### src/pcp_pkg.sv
// Package for the clock configuration and protection block.
// Assumes an 8-bit register port with a 10-bit byte address.

package pcp_pkg;

	// ------------------------------------------------------------
	// Register offsets
	// ------------------------------------------------------------
	localparam logic [9:0] ADDR_SYNTH = 10'h2f0;
	localparam logic [9:0] ADDR_REF_DIVIDER = 10'h2f1;
	localparam logic [9:0] ADDR_POST_DIVIDER = 10'h2f2;
	localparam logic [9:0] ADDR_CLKSEL = 10'h2f3;
	localparam logic [9:0] ADDR_PLLCTL = 10'h2f4;
	localparam logic [9:0] ADDR_TRIM_HI = 10'h2f5;
	localparam logic [9:0] ADDR_TRIM_LO = 10'h2f6;
	localparam logic [9:0] ADDR_STATUS = 10'h2f7;
	localparam logic [9:0] ADDR_OSC_CFG = 10'h2fa;
	localparam logic [9:0] ADDR_CONFIG_PROTECT_BIT_KEY = 10'h2fb;
	localparam logic [9:0] ADDR_TEST = 10'h2fc;

	// ------------------------------------------------------------
	// Field positions
	// ------------------------------------------------------------
	localparam int OSC_EN_BIT = 7;
	localparam int OSC_BW_BIT = 6;
	localparam int PINS_RES_BIT = 5;
	localparam int PLL_SOURCE_SELECT_BIT = 7;
	localparam int CONFIG_PROTECT_BIT_BIT = 0;
	localparam int LVR_LSB = 3;
	localparam int ACLK_EN_BIT = 0;
	localparam int LOCK_BIT = 0;
	localparam int OSC_UP_BIT = 1;

	// ------------------------------------------------------------
	// Keys and values after reset
	// ------------------------------------------------------------
	localparam logic [7:0] CONFIG_PROTECT_BIT_UNLOCK_KEY = 8'h26;
	localparam logic [7:0] TEST_UNLOCK_KEY = 8'he3;
	localparam logic [5:0] SYNTH_RST = 6'h1f;
	localparam logic [3:0] REF_DIVIDER_RST = 4'h0;
	localparam logic [4:0] POST_DIVIDER_RST = 5'h03;
	localparam logic PLL_SOURCE_SELECT_RST = 1'b1;
	localparam logic CONFIG_PROTECT_BIT_RST = 1'b0;
	localparam logic [7:0] TEST_RST = 8'h00;
	localparam logic [7:0] TRIM_HI_RST = 8'h00;
	localparam logic [7:0] TRIM_LO_RST = 8'h00;

	// ------------------------------------------------------------
	// Frequencies (kHz) and cycle counts
	// ------------------------------------------------------------
	localparam logic [15:0] IRC_FREQ_KHZ = 16'h03e8;
	localparam logic [3:0] OSC_QUAL_EDGES = 4'hf;

	typedef struct packed {
		logic [9:0] addr;
		logic [7:0] wdata;
		logic wr;
		logic rd;
	} pcp_bus_req_t;

	typedef struct packed {
		logic [15:0] ref_khz;
		logic [23:0] vco_khz;
		logic [23:0] pll_khz;
		logic [23:0] bus_khz;
	} pcp_freq_t;

endpackage

### src/pcp_top.sv
// Clock configuration: oscillator setup, write protection key,
// factory test register and divider arithmetic in kHz.
// Assumes a synchronous 8-bit register master on core_clk; the
// crystal clock, tolerance flag, special mode and supply status
// arrive from other domains and are synchronised here.


`timescale 1ns/1ps
`default_nettype none

module pcp_top
	import pcp_pkg::*;
(
	input wire logic core_clk,
	input wire logic reset_n,
	input wire logic clk_en,
	input wire pcp_pkg::pcp_bus_req_t bus_req,
	output logic [7:0] bus_rdata,
	input wire logic crystal_in_pin,
	input wire logic [15:0] crystal_freq_khz,
	input wire logic pll_in_tolerance,
	input wire logic special_mode,
	input wire logic [2:0] supply_lvr_status,
	input wire logic periodic_irq_enable,
	input wire logic periodic_irq_ext_access,
	input wire logic periodic_irq_clock,
	output logic osc_start,
	output logic clock_monitor_en,
	output logic crystal_pins_reserved,
	output logic filtered_crystal_clock,
	output logic osc_up_status,
	output logic pll_locked,
	output logic pll_source_select,
	output logic auto_clock_pin_out,
	output pcp_pkg::pcp_freq_t freq
);

	// ------------------------------------------------------------
	// State
	// ------------------------------------------------------------
	typedef struct packed {
		logic osc_enable;
		logic osc_filter_bandwidth;
		logic [4:0] osc_filter_ratio;
		logic pins_reserved;
		logic config_protect_bit;
		logic test_unlocked;
		logic auto_clock_pin_out_en;
		logic [5:0] synth_multiplier;
		logic [3:0] ref_divider;
		logic [4:0] post_divider;
		logic pll_source_select;
		logic [7:0] pll_ctl;
		logic [7:0] trim_hi;
		logic [7:0] trim_lo;
		logic xin_s1;
		logic xin_s2;
		logic tol_s1;
		logic tol_s2;
		logic spm_s1;
		logic spm_s2;
		logic [2:0] lvr_s1;
		logic [2:0] lvr_s2;
		logic [1:0] xin_hist;
		logic xclk_filt;
		logic [3:0] qual_cnt;
		logic osc_up;
		logic lock;
		logic aclk_out;
		logic [7:0] rdata;
		pcp_freq_t freq;
	} pcp_state_t;

	pcp_state_t state_ff;
	pcp_state_t nxt_state;

	// Division helper; a zero divisor cannot occur since every
	// divider is a field value plus one.
	function automatic logic [23:0] div_plus_one(
		input logic [23:0] num,
		input logic [5:0] field
	);
		logic [23:0] den;
		den = {18'h0, field} + 24'h1;
		div_plus_one = num / den;
	endfunction

	// ------------------------------------------------------------
	// Next state
	// ------------------------------------------------------------
	always_comb begin
		logic wr_hit;
		logic rd_hit;
		logic unprot;
		logic osc_wr;
		logic filt_on;
		logic spike;
		logic xin_rise;
		logic [15:0] ref_khz;
		logic [23:0] vco_khz;
		logic [23:0] pll_khz;
		logic [29:0] vco_wide;
		logic [7:0] rd_val;

		nxt_state = state_ff;
		wr_hit = bus_req.wr;
		rd_hit = bus_req.rd;
		unprot = !state_ff.config_protect_bit;
		osc_wr = 1'b0;
		rd_val = 8'h00;
		filt_on = 1'b0;
		spike = 1'b0;
		xin_rise = 1'b0;
		ref_khz = 16'h0000;
		vco_khz = 24'h000000;
		pll_khz = 24'h000000;
		vco_wide = 30'h00000000;

		// Two-stage synchronisers for inputs from other domains
		nxt_state.xin_s1 = crystal_in_pin;
		nxt_state.xin_s2 = state_ff.xin_s1;
		nxt_state.tol_s1 = pll_in_tolerance;
		nxt_state.tol_s2 = state_ff.tol_s1;
		nxt_state.spm_s1 = special_mode;
		nxt_state.spm_s2 = state_ff.spm_s1;
		nxt_state.lvr_s1 = supply_lvr_status;
		nxt_state.lvr_s2 = state_ff.lvr_s1;

		// Register writes
		if (wr_hit) begin
			case (bus_req.addr)
			ADDR_SYNTH: begin
				if (unprot) begin
					nxt_state.synth_multiplier = bus_req.wdata[5:0];
				end
			end
			ADDR_REF_DIVIDER: begin
				if (unprot) begin
					nxt_state.ref_divider = bus_req.wdata[3:0];
				end
			end
			ADDR_POST_DIVIDER: begin
				nxt_state.post_divider = bus_req.wdata[4:0];
			end
			ADDR_CLKSEL: begin
				if (unprot) begin
					nxt_state.pll_source_select =
						bus_req.wdata[PLL_SOURCE_SELECT_BIT];
				end
			end
			ADDR_PLLCTL: begin
				if (unprot) begin
					nxt_state.pll_ctl = bus_req.wdata;
				end
			end
			ADDR_TRIM_HI: begin
				if (unprot) begin
					nxt_state.trim_hi = bus_req.wdata;
				end
			end
			ADDR_TRIM_LO: begin
				if (unprot) begin
					nxt_state.trim_lo = bus_req.wdata;
				end
			end
			ADDR_OSC_CFG: begin
				// Only writable while running from the PLL
				if (unprot && state_ff.pll_source_select) begin
					osc_wr = 1'b1;
					nxt_state.osc_enable =
						bus_req.wdata[OSC_EN_BIT];
					nxt_state.osc_filter_bandwidth =
						bus_req.wdata[OSC_BW_BIT];
					nxt_state.osc_filter_ratio =
						bus_req.wdata[4:0];
				end
			end
			ADDR_CONFIG_PROTECT_BIT_KEY: begin
				nxt_state.config_protect_bit =
					(bus_req.wdata != CONFIG_PROTECT_BIT_UNLOCK_KEY);
			end
			ADDR_TEST: begin
				// Unlock write itself stores nothing
				if (state_ff.spm_s2) begin
					if (state_ff.test_unlocked) begin
						nxt_state.auto_clock_pin_out_en =
							bus_req.wdata[ACLK_EN_BIT];
					end else if (bus_req.wdata == TEST_UNLOCK_KEY) begin
						nxt_state.test_unlocked = 1'b1;
					end
				end
			end
			default: begin
			end
			endcase
		end

		// Pin reservation sticks until reset
		if (state_ff.osc_enable) begin
			nxt_state.pins_reserved = 1'b1;
		end

		// ------------------------------------------------------------
		// Adaptive filter and qualification
		// ------------------------------------------------------------
		filt_on = (state_ff.osc_filter_ratio != 5'h00);
		nxt_state.xin_hist = {state_ff.xin_hist[0], state_ff.xin_s2};
		// A level that lasts a single sample is treated as a spike
		spike = (state_ff.xin_hist[0] != state_ff.xin_hist[1]) &&
			(state_ff.xin_s2 == state_ff.xin_hist[1]);
		if (filt_on) begin
			// Follow the input only once two samples agree
			if (state_ff.xin_s2 == state_ff.xin_hist[0]) begin
				nxt_state.xclk_filt = state_ff.xin_s2;
			end
		end else begin
			nxt_state.xclk_filt = state_ff.xin_s2;
		end
		xin_rise = nxt_state.xclk_filt && !state_ff.xclk_filt;

		if (!state_ff.osc_enable || osc_wr) begin
			nxt_state.qual_cnt = 4'h0;
			nxt_state.osc_up = 1'b0;
		end else if (filt_on && (spike || !state_ff.lock)) begin
			// Noise or lost lock drops qualification
			nxt_state.qual_cnt = 4'h0;
			nxt_state.osc_up = 1'b0;
		end else if (xin_rise) begin
			if (state_ff.qual_cnt == OSC_QUAL_EDGES) begin
				nxt_state.osc_up = 1'b1;
			end else begin
				nxt_state.qual_cnt = state_ff.qual_cnt + 4'h1;
			end
		end

		// Lock follows the tolerance flag; an oscillator config write drops it
		nxt_state.lock = state_ff.tol_s2 && !osc_wr;

		// ------------------------------------------------------------
		// Interrupt clock routing
		// ------------------------------------------------------------
		nxt_state.aclk_out = periodic_irq_clock &&
			state_ff.auto_clock_pin_out_en &&
			periodic_irq_enable &&
			!periodic_irq_ext_access;

		// ------------------------------------------------------------
		// Divider arithmetic
		// ------------------------------------------------------------
		if (state_ff.osc_enable) begin
			ref_khz = 16'(div_plus_one({8'h0, crystal_freq_khz},
				{2'b00, state_ff.ref_divider}));
		end else begin
			ref_khz = IRC_FREQ_KHZ;
		end
		vco_wide = 30'(ref_khz) * 30'({state_ff.synth_multiplier} + 7'h1);
		vco_khz = {vco_wide[22:0], 1'b0};
		if (state_ff.lock) begin
			pll_khz = div_plus_one(vco_khz,
				{1'b0, state_ff.post_divider});
		end else begin
			pll_khz = vco_khz >> 2;
		end
		nxt_state.freq.ref_khz = ref_khz;
		nxt_state.freq.vco_khz = vco_khz;
		nxt_state.freq.pll_khz = pll_khz;
		if (state_ff.pll_source_select) begin
			nxt_state.freq.bus_khz = pll_khz >> 1;
		end else if (state_ff.osc_enable) begin
			nxt_state.freq.bus_khz = {8'h0, crystal_freq_khz};
		end else begin
			nxt_state.freq.bus_khz = {8'h0, IRC_FREQ_KHZ};
		end

		// ------------------------------------------------------------
		// Register reads, answered one cycle later
		// ------------------------------------------------------------
		if (rd_hit) begin
			case (bus_req.addr)
			ADDR_SYNTH: rd_val = {2'b00, state_ff.synth_multiplier};
			ADDR_REF_DIVIDER: rd_val = {4'h0, state_ff.ref_divider};
			ADDR_POST_DIVIDER: rd_val = {3'b000, state_ff.post_divider};
			ADDR_CLKSEL: begin
				rd_val[PLL_SOURCE_SELECT_BIT] = state_ff.pll_source_select;
			end
			ADDR_PLLCTL: rd_val = state_ff.pll_ctl;
			ADDR_TRIM_HI: rd_val = state_ff.trim_hi;
			ADDR_TRIM_LO: rd_val = state_ff.trim_lo;
			ADDR_STATUS: begin
				rd_val[LOCK_BIT] = state_ff.lock;
				rd_val[OSC_UP_BIT] = state_ff.osc_up;
			end
			ADDR_OSC_CFG: begin
				rd_val[OSC_EN_BIT] = state_ff.osc_enable;
				rd_val[OSC_BW_BIT] = state_ff.osc_filter_bandwidth;
				rd_val[PINS_RES_BIT] = state_ff.pins_reserved;
				rd_val[4:0] = state_ff.osc_filter_ratio;
			end
			ADDR_CONFIG_PROTECT_BIT_KEY: begin
				rd_val[CONFIG_PROTECT_BIT_BIT] = state_ff.config_protect_bit;
			end
			ADDR_TEST: begin
				rd_val[LVR_LSB +: 3] = state_ff.lvr_s2;
				rd_val[ACLK_EN_BIT] = state_ff.auto_clock_pin_out_en;
			end
			default: rd_val = 8'h00;
			endcase
		end
		nxt_state.rdata = rd_val;
	end

	// ------------------------------------------------------------
	// State register
	// ------------------------------------------------------------
	always_ff @(posedge core_clk or negedge reset_n) begin
		if (!reset_n) begin
			state_ff <= '0;
			state_ff.synth_multiplier <= SYNTH_RST;
			state_ff.ref_divider <= REF_DIVIDER_RST;
			state_ff.post_divider <= POST_DIVIDER_RST;
			state_ff.pll_source_select <= PLL_SOURCE_SELECT_RST;
			state_ff.config_protect_bit <= CONFIG_PROTECT_BIT_RST;
			state_ff.auto_clock_pin_out_en <= TEST_RST[ACLK_EN_BIT];
			state_ff.trim_hi <= TRIM_HI_RST;
			state_ff.trim_lo <= TRIM_LO_RST;
		end else if (clk_en) begin
			state_ff <= nxt_state;
		end
	end

	// ------------------------------------------------------------
	// Outputs, all taken from the state register
	// ------------------------------------------------------------
	assign bus_rdata = state_ff.rdata;
	assign osc_start = state_ff.osc_enable;
	assign clock_monitor_en = state_ff.osc_enable;
	assign crystal_pins_reserved = state_ff.pins_reserved;
	assign filtered_crystal_clock = state_ff.xclk_filt;
	assign osc_up_status = state_ff.osc_up;
	assign pll_locked = state_ff.lock;
	assign pll_source_select = state_ff.pll_source_select;
	assign auto_clock_pin_out = state_ff.aclk_out;
	assign freq = state_ff.freq;

endmodule

`default_nettype wire

### config.mk
export PLATFORM = sky130hd
export DESIGN_NAME = pcp_top
export DESIGN_NICKNAME = d
export VERILOG_FILES = /design/src/pcp_pkg.sv /design/src/pcp_top.sv
export SDC_FILE = /design/constraint.sdc
export NUM_CORES = 1
export LEC_CHECK = 0
export BUFFER_PORTS_ARGS = -buffer_cell sky130_fd_sc_hd__buf_2
export CELL_PAD_IN_SITES_DETAIL_PLACEMENT = 2
export CELL_PAD_IN_SITES_GLOBAL_PLACEMENT = 2
export CORE_ASPECT_RATIO = 1.2
export CORE_UTILIZATION = 42
export CTS_BUF_LIST = sky130_fd_sc_hd__clkbuf_2
export CTS_CLUSTER_DIAMETER = 50
export CTS_CLUSTER_SIZE = 10
export DETAILED_ROUTE_END_ITERATION = 12
export GPL_TIMING_DRIVEN = 0
export PLACE_DENSITY_LB_ADDON = 0.1
export SLEW_MARGIN = 20
export SYNTH_ARGS = -nofsm -noshare
export SYNTH_HDL_FRONTEND = slang
export SYNTH_SLANG_ARGS = --single-unit
### constraint.sdc
create_clock -name core_clk -period 267 [get_ports core_clk]
set_input_delay 40.05 -clock core_clk [delete_from_list [all_inputs] [get_ports core_clk]]
set_output_delay 40.05 -clock core_clk [all_outputs]
set_load 0.02 [all_outputs]
## Yosys cells after proc, flatten, opt, wreduce, memory -nomap -nowiden

Cells that the tools add are included.

- Output and inout port bits: 104
- Bits in registers: 168
- Bits of input ports: 48
- Logic and storage cells: 115

- Multiply operators: 1
- Bitwise logic cells: 1
- Mux-type cells: 23
- $add $sub $neg: 4
- Reductions and logical operators: 33
- Divide/modulo/power cells: 2
- Eq/ne operators: 18

Operators by type and width:

| cell | number |
|---|---|
| $eq A10 B10 Y1 const B | 11 |
| $mux W16 | 2 |
| $reduce_and A4 Y1 | 8 |
| $div A16 B24 Y24 | 1 |
| $div A24 B24 Y24 | 1 |
| $mux W24 | 1 |
| $pmux W3 S8 | 1 |
| $mul A16 B7 Y23 | 1 |
| $mux W23 | 1 |
| $mux W5 | 3 |
| $reduce_and A3 Y1 | 4 |
| $pmux W1 S10 | 1 |
| $eq A8 B8 Y1 const B | 1 |
| $logic_and A1 B1 Y1 | 8 |
| $mux W1 | 8 |
| $mux W8 | 1 |
| $ne A8 B6 Y1 const B | 1 |
| $pmux W1 S8 | 1 |
| $add A6 B1 Y7 const B | 1 |
| $pmux W1 S7 | 1 |
| $add A5 B1 Y6 const B | 1 |
| $logic_not A1 Y1 | 6 |
| $reduce_bool A3 Y1 | 2 |
| $add A4 B1 Y5 const B | 1 |
| other kinds (13) | 15 |

## Depth between registers and ports, before layout

- Word-level depth: 8
- Depth in mapped cells: 571
- Gate-level depth less buffers: 541

## Worst setup path before layout

OpenSTA, ideal clock, no wires.

- Path type: input-to-reg
- Start: input port crystal_freq_khz[6]
- End: register state_ff (netlist bit freq[24])
- Cell stages on the path: 514
- Path buffers: 32
- Library setup time: 0.149 ns
- Arrival: 138.191 ns
- Setup slack: 128.659 ns
- Required time: 266.851 ns
- Path through: or4_1 > nor2_1 > a31oi_1 > o211a_2 > o21ai_2 > mux2_2 > ha_1 > a21o_1 > a31oi_1 > nand2_1 > o31a_1 > a32oi_1 > inv_1 > ha_1 > o21a_1 > o21ai_0 > nand2b_1 > nor3_2 > [... 478 more ...] > o21a_1 > o21a_1 > o21ai_0 > nand2b_1 > a21o_1 > a21oi_1 > and3_1 > o211ai_4 > nor3_2 > mux2_2 > ha_1 > o21a_1 > o211ai_1 > nor3_1 > or2_2 > o32a_1 > a2111oi_2 > a221oi_1

RTL lines:

| element | line | text |
|---|---|---|
| from (decl) | pcp_top.sv:20 | `input wire logic [15:0] crystal_freq_khz,` |
| to (signal assigned) | pcp_top.sv:327 | `state_ff <= nxt_state;` |
| to (decl) | pcp_top.sv:74 | `pcp_state_t state_ff;` |

==> results.tsv <==
stage	metric	value	unit
synthesis	Ys Warns	0	
synthesis	Top FF cell, synth	dfrtp_1	
sta	final slew viol count	0	
layout	Layout Nets	4758	
sta	Least-Margin Pin Slew	1.27	ns
routing	Met2 Wirelength	72500	um
sta	unrepaired setup endpoints after global routing	no	
clocking	clock sinks	167	
sta	Final Hold Viols	0	
synthesis	Syn Std Cell Area	32300	um2
routing	routed len/inst	27.1	um
floorplan	Die Width	255	um
setup_path	crit-path max cell delay	0.76	ns
synthesis	Synth Register Bits	167	
grt	initial antenna violation count	6	
setup_path	critical path capture point type	register	
synthesis	synthesized area per cell	7.76	um2
layout	share of layout cells above drive strength 1	15.3	%
setup_path	crit path DAT	167.18	ns
clocking	H-Tree Level Count	4	
sta	Clock Skew	0.0676	ns
setup_path	CP required	267.81	ns
routing	vias per cell	6.54	
floorplan	FP Rows	111	
setup_path	Crit path buffers/inverters	47	
sta	Rel. slew slack	15.4	%
grt	first-pass GRT wire length	223000	um
clocking	later-pin clock latency in the skew report	0.95	ns
setup_path	cell family with most CP delay	compound AO/OA/AOI/OAI gates	
place	DP Wirelength	115000	um
floorplan	I/O pin cnt	152	
routing	Met3 Wirelength	6450	um
synthesis	Synth cell types	148	
sta	final setup fails	0	
grt	GRT Total Usage	36.3	%
routing	initial DRC count	1873	
clocking	post-CTS sizing	0	
setup_path	Most Frequent Cell on Critical Path	o21a_1	
sta	setup TNS	0	ns
clocking	CTS tree	built	
layout	most common cell after layout, fill and taps aside	nor2_1	
sta	Fmax	6.01	MHz
sta	Tmin final	166.37	ns
clocking	post-CTS setup buffer count	0	
floorplan	Die Height	306	um
grt	total global routing overflow	0	
sta	Tcrit/Tclk final	62.3	%
min_path	Worst Hold Class	register to register	
status	status	completed	
routing	highest routed metal layer	met5	
grt	largest net degree at the start of global routing	93	
run	maxcap violations	0	
layout	Register Area	4190	um2
clocking	Max Buffers Root-to-Sink	2	
floorplan	core area	76200	um2
sta	final worst setup slack	100.63	ns
layout	cell area after layout	34900	um2
setup_path	critical path class	input pin to register	
grt	vias in the first global route	38600	
setup_path	slowest CP cell	nor3_2	
layout	FILL cells	8942	
synthesis	EDFF count, synth	0	
synthesis	register area share after synthesis	13.0	%
place	GP Congestion	0.918	
clocking	clock buffer count from CTS	17	
clocking	Clock Pin Slew Worst Setup and Hold Paths	0.32	ns
floorplan	initial core utilization	42.4	%
synthesis	Syn Inst Count	4166	
routing	Post-Route WL	146000	um
setup_path	Crit Path Max Fanout	10	
place	Setup WS pre-CTS	103.24	ns
layout	commonest non-fill, non-tap cells in the layout	nor2_1 (385), nand2_1 (360), ha_1 (286)	
layout	footprint of the multi-input gates	26300	um2
routing	Routed Antenna Nets	0	
routing	residual DRC count	0	
clocking	hold_buf cts	0	
clocking	Clock Tree Root	clkbuf_2	
place	DP Area	34700	um2
routing	number of iterations in the first detailed-routing pass	6	
routing	DRT met1 WL	57900	um
layout	P&R area growth vs syn	7.99	%
layout	Util after Layout	45.8	%
floorplan	Die Area	78100	um2
setup_path	Worst Setup Start Kind	input pin	
synthesis	Async SR Flop Fraction	100	%
routing	vias post-DR	35200	
place	PortBufs	146	
per-layer routing:
layer / track usage (%) / up-vias
met5: 0 / -
met4: 21.0 / 6
met3: 3.78 / 460
met2: 65.4 / 1083
met1: 41.1 / 17900
li1: - / 15800
through the flow:
step                hold slack [ns]  cells
floorplan                     0.441   4174
global placement              0.452   5337
detailed placement            0.480   5353
CTS                           0.539   5384
global route                  0.556   5386
finish                        0.541   5387
cell families (layout without fill, tap and decap cells):
| group | Yosys count | count (layout) | synth area share, % |
|---|---|---|---|
| multiplexers | 231 | 231 | 7.92 |
| AND/OR/NAND/NOR | 1598 | 1598 | 25.3 |
| AO/OA/AOI/OAI | 1213 | 1213 | 26.9 |
| buffers and inverters | 397 | 590 | 5.90 |
| XOR/XNOR | 200 | 200 | 5.55 |
| other | 1 | 12 | 0.0116 |
| flip-flops | 167 | 167 | 13.0 |
| adder cells (fa/ha/maj) | 359 | 359 | 15.5 |
worst register-to-register path: cells and delay by family (launching register included):
kind            cells  cell delay, ns
fa+ha+maj          53           17.89
simple gates      176           42.20
mux                11            3.63
compound gates    254           57.82
xor+xnor            1            0.41
buf+inv            47           10.97
flops               1            0.96
final timing paths:
path,from,end,slack (ns),depth (start not counted)
min reg2reg,freq[45],freq[45],0.54,2
min in group asynchronous,reset_n,freq[52],39.01,1
max reg2reg,state_ff[148],freq[24],133.04,542
max in group asynchronous,reset_n,freq[63],226.93,2
max,crystal_freq_khz[6],freq[24],100.63,522
min,freq[45],freq[45],0.54,2
cell type report:
cell class	count	share of cell area (%)
antenna	3	0.0215
buffer	219	3.56
clock buffer	17	0.244
clock inverter	14	0.387
inverter	178	1.91
multi-input combinational	3610	75.5
sequential	167	12.0
tap	1017	3.65
timing repair buffer	162	2.73
flip-flops by register name, summed over array words and instances (netlist names):
name	cells
auto_clock_pin_out	1
pll_locked	1
filtered_crystal_clock	1
crystal_pins_reserved	1
bus_rdata	8
nxt_state	8
state_ff	58
freq	86
pll_source_select	1
clock_monitor_en	1
osc_up_status	1
synthesized netlist by cell type (52+ instances only):
master / count / area (um2)
fa_1: 69 / 1380
xnor2_1: 127 / 1110
clkbuf_1: 90 / 338
o21ai_0: 189 / 946
nand2b_1: 72 / 450
dfrtp_1: 159 / 3980
xor2_1: 69 / 604
nor2_1: 385 / 1450
mux2_2: 172 / 1940
nand3_1: 105 / 526
o21a_1: 162 / 1220
buf_4: 102 / 766
or3_1: 52 / 325
a21oi_1: 236 / 1180
a21o_1: 53 / 398
nor3_1: 212 / 1060
ha_1: 286 / 3580
inv_1: 176 / 661
nand2_1: 360 / 1350
Power is left out: the tool's default activity adds up to more than one toggle a clock period on the data nets, which glitch-free logic cannot reach.
